===== config.mk =====
export PLATFORM = sky130hd
export DESIGN_NAME = rcp_roi_crop
export DESIGN_NICKNAME = d
export VERILOG_FILES = /design/src/rcp_pkg.sv /design/src/rcp_roi_crop.sv
export SDC_FILE = /design/constraint.sdc
export NUM_CORES = 1
export LEC_CHECK = 0
export ABC_AREA = 1
export CAP_MARGIN = 20
export CORE_ASPECT_RATIO = 1.1
export CORE_MARGIN = 8
export CORE_UTILIZATION = 60
export DETAILED_ROUTE_END_ITERATION = 16
export DONT_BUFFER_PORTS = 1
export PLACE_DENSITY = 0.76
export RECOVER_POWER = 100
export SLEW_MARGIN = 15
export SYNTH_ARGS = -nofsm -noshare
export SYNTH_HDL_FRONTEND = slang
export SYNTH_SLANG_ARGS = --single-unit

===== constraint.sdc =====
create_clock -name ref_clk -period 5.1 [get_ports ref_clk]
set_input_delay 1.275 -clock ref_clk [delete_from_list [all_inputs] [get_ports ref_clk]]
set_output_delay 1.275 -clock ref_clk [all_outputs]
set_load 0.05 [all_outputs]

===== src/rcp_pkg.sv =====
`default_nettype none
package rcp_pkg;

  localparam int PIX_W  = 12;
  localparam int DIM_W  = 13;
  localparam int SUM_W  = DIM_W + 1;
  localparam int ADDR_W = 8;
  localparam int FRM_W  = 12;

  // Sensor array limits and window granularity
  localparam logic [DIM_W-1:0] MAX_COLS    = 13'h1000;
  localparam logic [DIM_W-1:0] MAX_LINES   = 13'h1000;
  localparam logic [DIM_W-1:0] H_STEP_MASK = 13'h000F;
  localparam logic [DIM_W-1:0] V_STEP_MASK = 13'h000F;
  localparam logic [DIM_W-1:0] WIDTH_MIN   = 13'h0010;
  localparam logic [DIM_W-1:0] HEIGHT_MIN  = 13'h0010;
  localparam logic [DIM_W-1:0] START_MIN   = 13'h0000;

  // Register byte offsets
  localparam logic [ADDR_W-1:0] REG_COL_START  = 8'h00;
  localparam logic [ADDR_W-1:0] REG_WIDTH      = 8'h04;
  localparam logic [ADDR_W-1:0] REG_LINE_START = 8'h08;
  localparam logic [ADDR_W-1:0] REG_HEIGHT     = 8'h0C;
  localparam logic [ADDR_W-1:0] REG_PATTERN    = 8'h10;
  localparam logic [ADDR_W-1:0] REG_STATUS     = 8'h14;

  // Reset values
  localparam logic [DIM_W-1:0] RST_COL_START  = 13'h0000;
  localparam logic [DIM_W-1:0] RST_WIDTH      = 13'h1000;
  localparam logic [DIM_W-1:0] RST_LINE_START = 13'h0000;
  localparam logic [DIM_W-1:0] RST_HEIGHT     = 13'h1000;

  // Status fields
  localparam int ST_REFUSED_BIT  = 0;
  localparam int ST_IN_FRAME_BIT = 1;
  localparam int ST_FRAME_LSB    = 16;

  // Pattern source codes
  localparam logic [1:0] PAT_OFF   = 2'h0;
  localparam logic [1:0] PAT_HRAMP = 2'h1;
  localparam logic [1:0] PAT_VRAMP = 2'h2;
  localparam logic [1:0] PAT_DIAG  = 2'h3;

  typedef struct packed {
    logic             sof;
    logic             sol;
    logic [PIX_W-1:0] data;
  } rcp_pix_t;

  typedef struct packed {
    logic             valid;
    logic             sof;
    logic             sol;
    logic             eol;
    logic             eof;
    logic [PIX_W-1:0] data;
  } rcp_vid_t;

  typedef struct packed {
    logic [DIM_W-1:0] window_column_start;
    logic [DIM_W-1:0] width;
    logic [DIM_W-1:0] window_line_start;
    logic [DIM_W-1:0] height;
    logic [1:0]       pattern_source_select;
  } rcp_win_t;

  typedef struct packed {
    rcp_win_t         prog;
    rcp_win_t         act;
    logic [DIM_W-1:0] x;
    logic [DIM_W-1:0] y;
    logic [FRM_W-1:0] frame;
    logic             refused;
    logic             in_frame;
    logic [31:0]      rdata;
    rcp_vid_t         vid;
    logic [DIM_W-1:0] scan_lines;
  } rcp_state_t;

endpackage
`default_nettype wire


===== src/rcp_roi_crop.sv =====
// Summary of operation
// - Frame starts at programmed line start.
// - Exactly programmed height lines are delivered.
// - Only pixels inside window are sent.
// - Fewer lines scanned when height shrinks.
// - Each line starts at column start.
// - Each line holds exactly width pixels.
// - Offset and width obey min, max, step.
// - Pattern replaces pixels right after sensor.
// - Pattern uses full sensor bit depth.
// - Pattern pixels follow sensor pixel path.
// - Correction stages never disabled by pattern.
// - Vertical ramp rises down the frame.
// - Diagonal start value grows each frame.
// - Pattern off passes sensor pixels unchanged.
// - Horizontal ramp rises along each line.
`default_nettype none
module rcp_roi_crop
  import rcp_pkg::*;
(
  input  wire logic              ref_clk,
  input  wire logic              reset,
  input  wire logic [ADDR_W-1:0] reg_addr,
  input  wire logic [31:0]       reg_wdata,
  input  wire logic              reg_wr,
  input  wire logic              reg_rd,
  output logic [31:0]            reg_rdata,
  input  wire logic              sen_valid,
  input  wire rcp_pix_t          sen_pix,
  output rcp_vid_t               vid_out,
  output logic [DIM_W-1:0]       scan_lines
);

  rcp_state_t       q;
  rcp_state_t       d;
  rcp_win_t         act;
  logic [DIM_W-1:0] cur_x;
  logic [DIM_W-1:0] cur_y;
  logic [FRM_W-1:0] act_frame;
  logic [SUM_W-1:0] col_end;
  logic [SUM_W-1:0] line_end;
  logic             in_win;
  logic             take;
  logic             at_eol;
  logic             at_eof;
  logic [PIX_W-1:0] diag_val;
  logic [PIX_W-1:0] pat_pix;
  logic [DIM_W-1:0] new_val;
  logic             hi_ok;

  function automatic logic fits(
    input logic [DIM_W-1:0] v,
    input logic [DIM_W-1:0] other,
    input logic [DIM_W-1:0] lim,
    input logic [DIM_W-1:0] mask,
    input logic [DIM_W-1:0] vmin
  );
    fits = ((v & mask) == '0) && (v >= vmin)
           && ((SUM_W'(v) + SUM_W'(other)) <= SUM_W'(lim));
  endfunction

  assign reg_rdata  = q.rdata;
  assign vid_out    = q.vid;
  assign scan_lines = q.scan_lines;

  assign new_val = reg_wdata[DIM_W-1:0];
  assign hi_ok   = (reg_wdata[31:DIM_W] == '0);

  // Pixel position in sensor coordinates
  assign cur_x = (sen_pix.sof || sen_pix.sol) ? '0 : q.x + 13'h0001;
  assign cur_y = sen_pix.sof ? '0 : (sen_pix.sol ? q.y + 13'h0001 : q.y);

  // Window and pattern take effect at frame start
  assign act       = sen_pix.sof ? q.prog : q.act;
  assign act_frame = sen_pix.sof ? q.frame + 12'h001 : q.frame;

  assign col_end  = SUM_W'(act.window_column_start) + SUM_W'(act.width);
  assign line_end = SUM_W'(act.window_line_start) + SUM_W'(act.height);

  assign in_win = (cur_x >= act.window_column_start)
                  && (SUM_W'(cur_x) < col_end)
                  && (cur_y >= act.window_line_start)
                  && (SUM_W'(cur_y) < line_end);
  assign take   = sen_valid && in_win;
  assign at_eol = (SUM_W'(cur_x) == col_end - 14'h0001);
  assign at_eof = at_eol && (SUM_W'(cur_y) == line_end - 14'h0001);

  // Diagonal ramp: one step per pixel, origin moves per frame
  assign diag_val = cur_x[PIX_W-1:0] + cur_y[PIX_W-1:0] + act_frame;

  // Source select ahead of all later processing, full depth
  always_comb begin
    unique case (act.pattern_source_select)
      PAT_OFF:   pat_pix = sen_pix.data;
      PAT_HRAMP: pat_pix = cur_x[PIX_W-1:0];
      PAT_VRAMP: pat_pix = cur_y[PIX_W-1:0];
      PAT_DIAG:  pat_pix = diag_val;
    endcase
  end

  always_comb begin
    d         = q;
    d.rdata   = '0;
    d.vid     = '0;
    if (reg_wr) begin
      case (reg_addr)
        REG_COL_START: begin
          if (hi_ok && fits(new_val, q.prog.width, MAX_COLS, H_STEP_MASK, START_MIN)) begin
            d.prog.window_column_start = new_val;
          end else begin
            d.refused = 1'b1;
          end
        end
        REG_WIDTH: begin
          if (hi_ok && fits(new_val, q.prog.window_column_start, MAX_COLS, H_STEP_MASK, WIDTH_MIN)) begin
            d.prog.width = new_val;
          end else begin
            d.refused = 1'b1;
          end
        end
        REG_LINE_START: begin
          if (hi_ok && fits(new_val, q.prog.height, MAX_LINES, V_STEP_MASK, START_MIN)) begin
            d.prog.window_line_start = new_val;
          end else begin
            d.refused = 1'b1;
          end
        end
        REG_HEIGHT: begin
          if (hi_ok && fits(new_val, q.prog.window_line_start, MAX_LINES, V_STEP_MASK, HEIGHT_MIN)) begin
            d.prog.height = new_val;
          end else begin
            d.refused = 1'b1;
          end
        end
        REG_PATTERN: begin
          d.prog.pattern_source_select = reg_wdata[1:0];
        end
        REG_STATUS: begin
          if (reg_wdata[ST_REFUSED_BIT]) begin
            d.refused = 1'b0;
          end
        end
        default: begin
        end
      endcase
    end
    // A set flag stays set on a write to any address other than REG_STATUS
    if (reg_wr && (d.refused != 1'b0) && (reg_addr != REG_STATUS)) begin
      d.refused = 1'b1;
    end
    if (reg_rd) begin
      case (reg_addr)
        REG_COL_START:  d.rdata = 32'(q.prog.window_column_start);
        REG_WIDTH:      d.rdata = 32'(q.prog.width);
        REG_LINE_START: d.rdata = 32'(q.prog.window_line_start);
        REG_HEIGHT:     d.rdata = 32'(q.prog.height);
        REG_PATTERN:    d.rdata = 32'(q.prog.pattern_source_select);
        REG_STATUS: begin
          d.rdata[ST_REFUSED_BIT]           = q.refused;
          d.rdata[ST_IN_FRAME_BIT]          = q.in_frame;
          d.rdata[ST_FRAME_LSB +: FRM_W]    = q.frame;
        end
        default:        d.rdata = '0;
      endcase
    end
    if (sen_valid) begin
      d.x = cur_x;
      d.y = cur_y;
      if (sen_pix.sof) begin
        d.act        = q.prog;
        d.frame      = act_frame;
        d.in_frame   = 1'b1;
        d.scan_lines = line_end[DIM_W-1:0];
      end
      if (in_win) begin
        d.vid.valid = 1'b1;
        d.vid.sof   = (cur_x == act.window_column_start)
                      && (cur_y == act.window_line_start);
        d.vid.sol   = (cur_x == act.window_column_start);
        d.vid.eol   = at_eol;
        d.vid.eof   = at_eof;
        d.vid.data  = pat_pix;
        if (at_eof) begin
          d.in_frame = 1'b0;
        end
      end
    end
  end

  // Flat-field and shading stages sit downstream and keep their own
  // enables; nothing here touches them.
  always_ff @(posedge ref_clk) begin
    if (reset) begin
      q                            <= '0;
      q.prog.window_column_start   <= RST_COL_START;
      q.prog.width                 <= RST_WIDTH;
      q.prog.window_line_start     <= RST_LINE_START;
      q.prog.height                <= RST_HEIGHT;
      q.act.window_column_start    <= RST_COL_START;
      q.act.width                  <= RST_WIDTH;
      q.act.window_line_start      <= RST_LINE_START;
      q.act.height                 <= RST_HEIGHT;
      q.scan_lines                 <= RST_HEIGHT;
    end else begin
      q <= d;
    end
  end

  // Assertion helpers: pixels and lines already delivered
  logic [DIM_W-1:0] hc_pix;
  logic [DIM_W-1:0] hc_lines;

  always_ff @(posedge ref_clk) begin
    if (reset) begin
      hc_pix   <= '0;
      hc_lines <= '0;
    end else begin
      if (vid_out.valid) begin
        hc_pix <= vid_out.sol ? 13'h0001 : hc_pix + 13'h0001;
      end
      if (vid_out.valid && vid_out.eol) begin
        hc_lines <= vid_out.eof ? '0 : hc_lines + 13'h0001;
      end
    end
  end
endmodule
`default_nettype wire


* Yosys cells after proc, flatten, opt, wreduce, memory -nomap -nowiden
Index checks and enable logic that the tools add are counted.
Storage, ports and cells: register bits 210, bits of input ports 59
Cells by class: $add $sub $neg 13, $lt $le $gt $ge 10, equality and inequality tests 13, multiplexer cells 20, bitwise logic cells 4, reduce and logical (&&, ||, !) cells 32
Operator list (count):
- $add A13 B13 Y14 | 6
- $le A14 B13 Y1 const B | 4
- $mux W54 | 1
- $pmux W12 S4 | 1
- $pmux W11 S4 | 1
- $mux W13 | 3
- $eq A13 B14 Y1 | 2
- $lt A13 B14 Y1 | 2
- $sub A14 B1 Y14 const B | 2
- $add A13 B1 Y13 const B | 2
- $eq A13 B13 Y1 | 2
- $ge A13 B13 Y1 | 2
- $add A12 B12 Y12 | 2
- $logic_not A19 Y1 | 1
- $logic_and A1 B1 Y1 | 17
- $mux W17 | 1
- $eq A8 B4 Y1 const B | 2
- $eq A8 B5 Y1 const B | 2
- $ge A13 B1 Y1 const B | 1
- $ge A13 B5 Y1 const B | 1
- $logic_not A13 Y1 | 1
- $add A12 B1 Y12 const B | 1
- $mux W12 | 1
- $pmux W2 S6 | 1
- 14 further kinds | 33

* Depth between registers and ports, before layout
depth after elaboration 10, mapped depth 32, mapped depth without buffers 28

* Worst setup path before layout
No wires, ideal clock.
path kind input-to-reg, from input sen_pix[13] in the netlist's numbering, to register q (netlist bit vid_out[3]), library setup time 0.128 ns, arrival 4.721 ns, required time 4.972 ns, setup slack 0.252 ns, cell stages on the path 28, buffers on the path 5, cells stage by stage buf_4 inv_2 buf_6 buf_2 buf_1 nand2_1 o21ai_0 ha_1 inv_1 fa_1 inv_1 nand3_1 nand2_2 nand2_1 nand3_1 nand2_2 ha_1 inv_1 o31a_1 nand2_1 nand3_1 nand2_1 nand2_1 a21oi_1 nor3_2 inv_2 buf_6 a21oi_1
RTL lines:
- start: declaration | line rcp_roi_crop.sv:29 | input wire rcp_pix_t sen_pix,
- end: declaration | line rcp_roi_crop.sv:34 | rcp_state_t q;

==> impl_metrics.csv <==
group,metric,value,unit
timing,timing.hold.ws,0.4751,ns
die,num_rows,64,
drt,ant_nets,0,
cts,clk_path_buf_depth,3,
die,start_util,61.13,%
global_routing,overflow,0,
drt,wl_per_cell,17.18,um
run_status,status,"finished with violations",
timing,fin_skew,0.01049,ns
drt,drt_iter0_markers,1273,
logic_synthesis,netlist_area,17030,um2
drt,dr.pass1.iters,7,
drt,vias,16860,
cells_and_area,final_layout_size_suffix_gt1_share,5.320,%
drt,drcViolationCount,0,
power_and_ir_drop,fin_total_pwr,4.216,mW
cts,cts_buffers,23,
timing,worst-slew-pin-transition,1.888,ns
timing,setup_tns,0,ns
drt,drt_wl_total,50800,um
timing,finalSetupViolCount,0,
cts,htree_levels,1,
setup_path,cp.required,5.49,ns
logic_synthesis,yosysWarnings,0,
cts,cts_hold_repair.buffers,0,
setup_path,crit_arrival,4.94,ns
cts,cts_root_buffer,"clkbuf_16",
cts,clk_pin_slew,0.06,ns
power_and_ir_drop,ir_drop,0.2686,mV
die,dieArea,34040,um2
place,globalplace.congestion,0.9636,
die,ios,121,
run_status,violations,"max-capacitance violations, max-slew violations",
cells_and_area,antenna_cells,0,
cells_and_area,syn2layout_area_growth,3.636,%
logic_synthesis,synth_edf_count,0,
place,port_buffers,0,
timing,slew_viol_final,60,
timing,fmax,220.2,MHz
power_and_ir_drop,leakage,8.977,nW
cts,post_cts_buffers,0,
die,dieWidth,176.7,um
timing,finalCritPeriodShare,89.06,%
cts,clk_latency,0.52,ns
cells_and_area,final_cell_mix,"nand2_1, inv_1, nor2_1",
cells_and_area,postLayoutCoreUtil,63.35,%
global_routing,antenna_found_initial,0,
drt,via_per_inst,5.702,
job,cap_violations,1,
logic_synthesis,synthArstFlopShare,0,%
logic_synthesis,seq_area_frac_synth,23.86,%
timing,hold_viol_final,0,
logic_synthesis,ys_seq_elements,203,
global_routing,groute.usage.overall,29.52,%
setup_path,critical_path_peak_fanout,66,
logic_synthesis,netlist-cell-type-count,54,
cells_and_area,final_common_cell,"nand2_1",
die,core-area,27870,um2
cts,cts_sinks,203,
place,hpwl,39470,um
cells_and_area,num-fill-cells,2628,
setup_path,critPathLaunchType,"primary input",
setup_path,critPathKind,"in -> reg",
logic_synthesis,synthFlopType,"dfxtp_1",
min_path,min_path_type,"reg -> reg",
global_routing,grt_max_degree,88,
die,die_y,192.7,um
logic_synthesis,synthCells,2655,
timing,rsz0062_at_grt,"false",
global_routing,grt_pass1_vias,15710,
timing,finalCriticalPeriod,4.542,ns
cts,cts_resized,0,
power_and_ir_drop,p_per_area,238.8,nW/um2
setup_path,cp-end-kind,"flop",
global_routing,grt_pass1_wl,81680,um
timing,layout_setup_ws,0.5579,ns
place,place_ws,0.2398,ns
logic_synthesis,synth.avg_cell_area,6.416,um2
timing,slew_headroom,-26.56,%
cts,cts_tree,"built",
cells_and_area,final_nets,2800,
[worst paths after layout]
| check | start | to | slack, ns | depth (start not counted) |
|---|---|---|---|---|
| min reg2reg | q[185]$_SDFFE_PP0P_ | q[185]$_SDFFE_PP0P_ | 0.48 | 2 |
| min | q[185]$_SDFFE_PP0P_ | q[185]$_SDFFE_PP0P_ | 0.48 | 2 |
| max reg2reg | q[171]$_SDFFE_PP0P_ | vid_out[15]$_SDFF_PP0_ | 1.01 | 22 |
| max | sen_pix[13] | vid_out[15]$_SDFF_PP0_ | 0.56 | 23 |
[Yosys cell counts (6+ instances only)]
| library cell | number | share of area (%) |
|---|---|---|
| nor4_1 | 6 | 0.22 |
| dfxtp_1 | 203 | 24 |
| xor2_1 | 31 | 1.6 |
| fa_1 | 18 | 2.1 |
| nor3_1 | 25 | 0.73 |
| nand2_1 | 630 | 14 |
| a211oi_1 | 64 | 2.8 |
| nand4_1 | 54 | 2.0 |
| a21o_1 | 7 | 0.31 |
| a221oi_1 | 10 | 0.51 |
| ha_1 | 145 | 11 |
| inv_1 | 381 | 8.4 |
| inv_2 | 8 | 0.18 |
| o22ai_1 | 14 | 0.51 |
| nand3_1 | 183 | 5.4 |
| nor2_1 | 283 | 6.2 |
| o21ai_0 | 152 | 4.5 |
| buf_4 | 64 | 2.8 |
| xnor2_1 | 9 | 0.46 |
| nor2_4 | 6 | 0.40 |
| nor2_2 | 10 | 0.37 |
| nand3_2 | 12 | 0.71 |
| o211ai_1 | 14 | 0.62 |
| a21oi_1 | 159 | 4.7 |
| nor3_2 | 6 | 0.35 |
| o21bai_1 | 15 | 0.66 |
| buf_2 | 10 | 0.29 |
| or2_2 | 6 | 0.22 |
| nand2_2 | 24 | 0.88 |
| nand3b_1 | 8 | 0.35 |
| clkbuf_1 | 51 | 1.1 |
[where the power goes]
group          switching [mW]  total (mW)  internal [mW]
Sequential             0.0629        1.70           1.64
Combinational           0.551       0.834          0.283
Clock                   0.696        1.68          0.987
Total                    1.31        4.22           2.91
[per-layer routing]
layer  wire length [um]  vias up  GRT usage [%]
met3               3849      151          4.286
met4               2560        0          14.17
met5                  0        -              0
met2              22600      651          47.94
li1                   -     8485              -
met1              21790     7575          38.00
[critical path: stages]
cell	delay, ns
inv_1	0.31
nand2_1	0.08
o21ai_0	0.14
ha_1	0.29
inv_1	0.08
fa_1	0.39
inv_1	0.12
nand3_1	0.09
nand2_1	0.15
nand2_1	0.11
nand3_1	0.09
nand2_2	0.10
ha_1	0.29
inv_1	0.05
o31a_1	0.30
nand2_1	0.08
nand3_1	0.06
nand2_1	0.08
nand2_1	0.05
a21oi_1	0.31
nor3_2	0.13
inv_2	0.22
nor3_1	0.08
[cells by family after synthesis]
family	after synthesis	synth area share (%)
AND/OR/NAND/NOR	1267	32.54
buffers and inverters	522	13.12
AO/OA/AOI/OAI	459	15.64
flip-flops	203	23.86
adder cells (fa/ha/maj)	163	12.77
XOR/XNOR	40	2.057
other	1	0.02202
[flip-flops by register name (all words and copies together) (netlist names)]
name,flops
q,148
reg_rdata,25
scan_lines,13
vid_out,17
[final cells by class]
cell class	count	area [um2]	share of cell area [%]
timing repair buffer	24	166.4	0.9427
clock buffer	29	638.1	3.615
sequential	203	4064	23.02
clock inverter	12	121.4	0.6875
multi-input combinational	1936	10740	60.86
inverter	390	1465	8.300
tap	363	454.2	2.573
[stage by stage]
step                instances  instance area, um2
floorplan                2661               17060
global placement         2916               16940
detailed placement       2916               16940
CTS                      2957               17690
global route             2957               17650
finish                   2957               17650
Power figures use the tool's default switching activity.
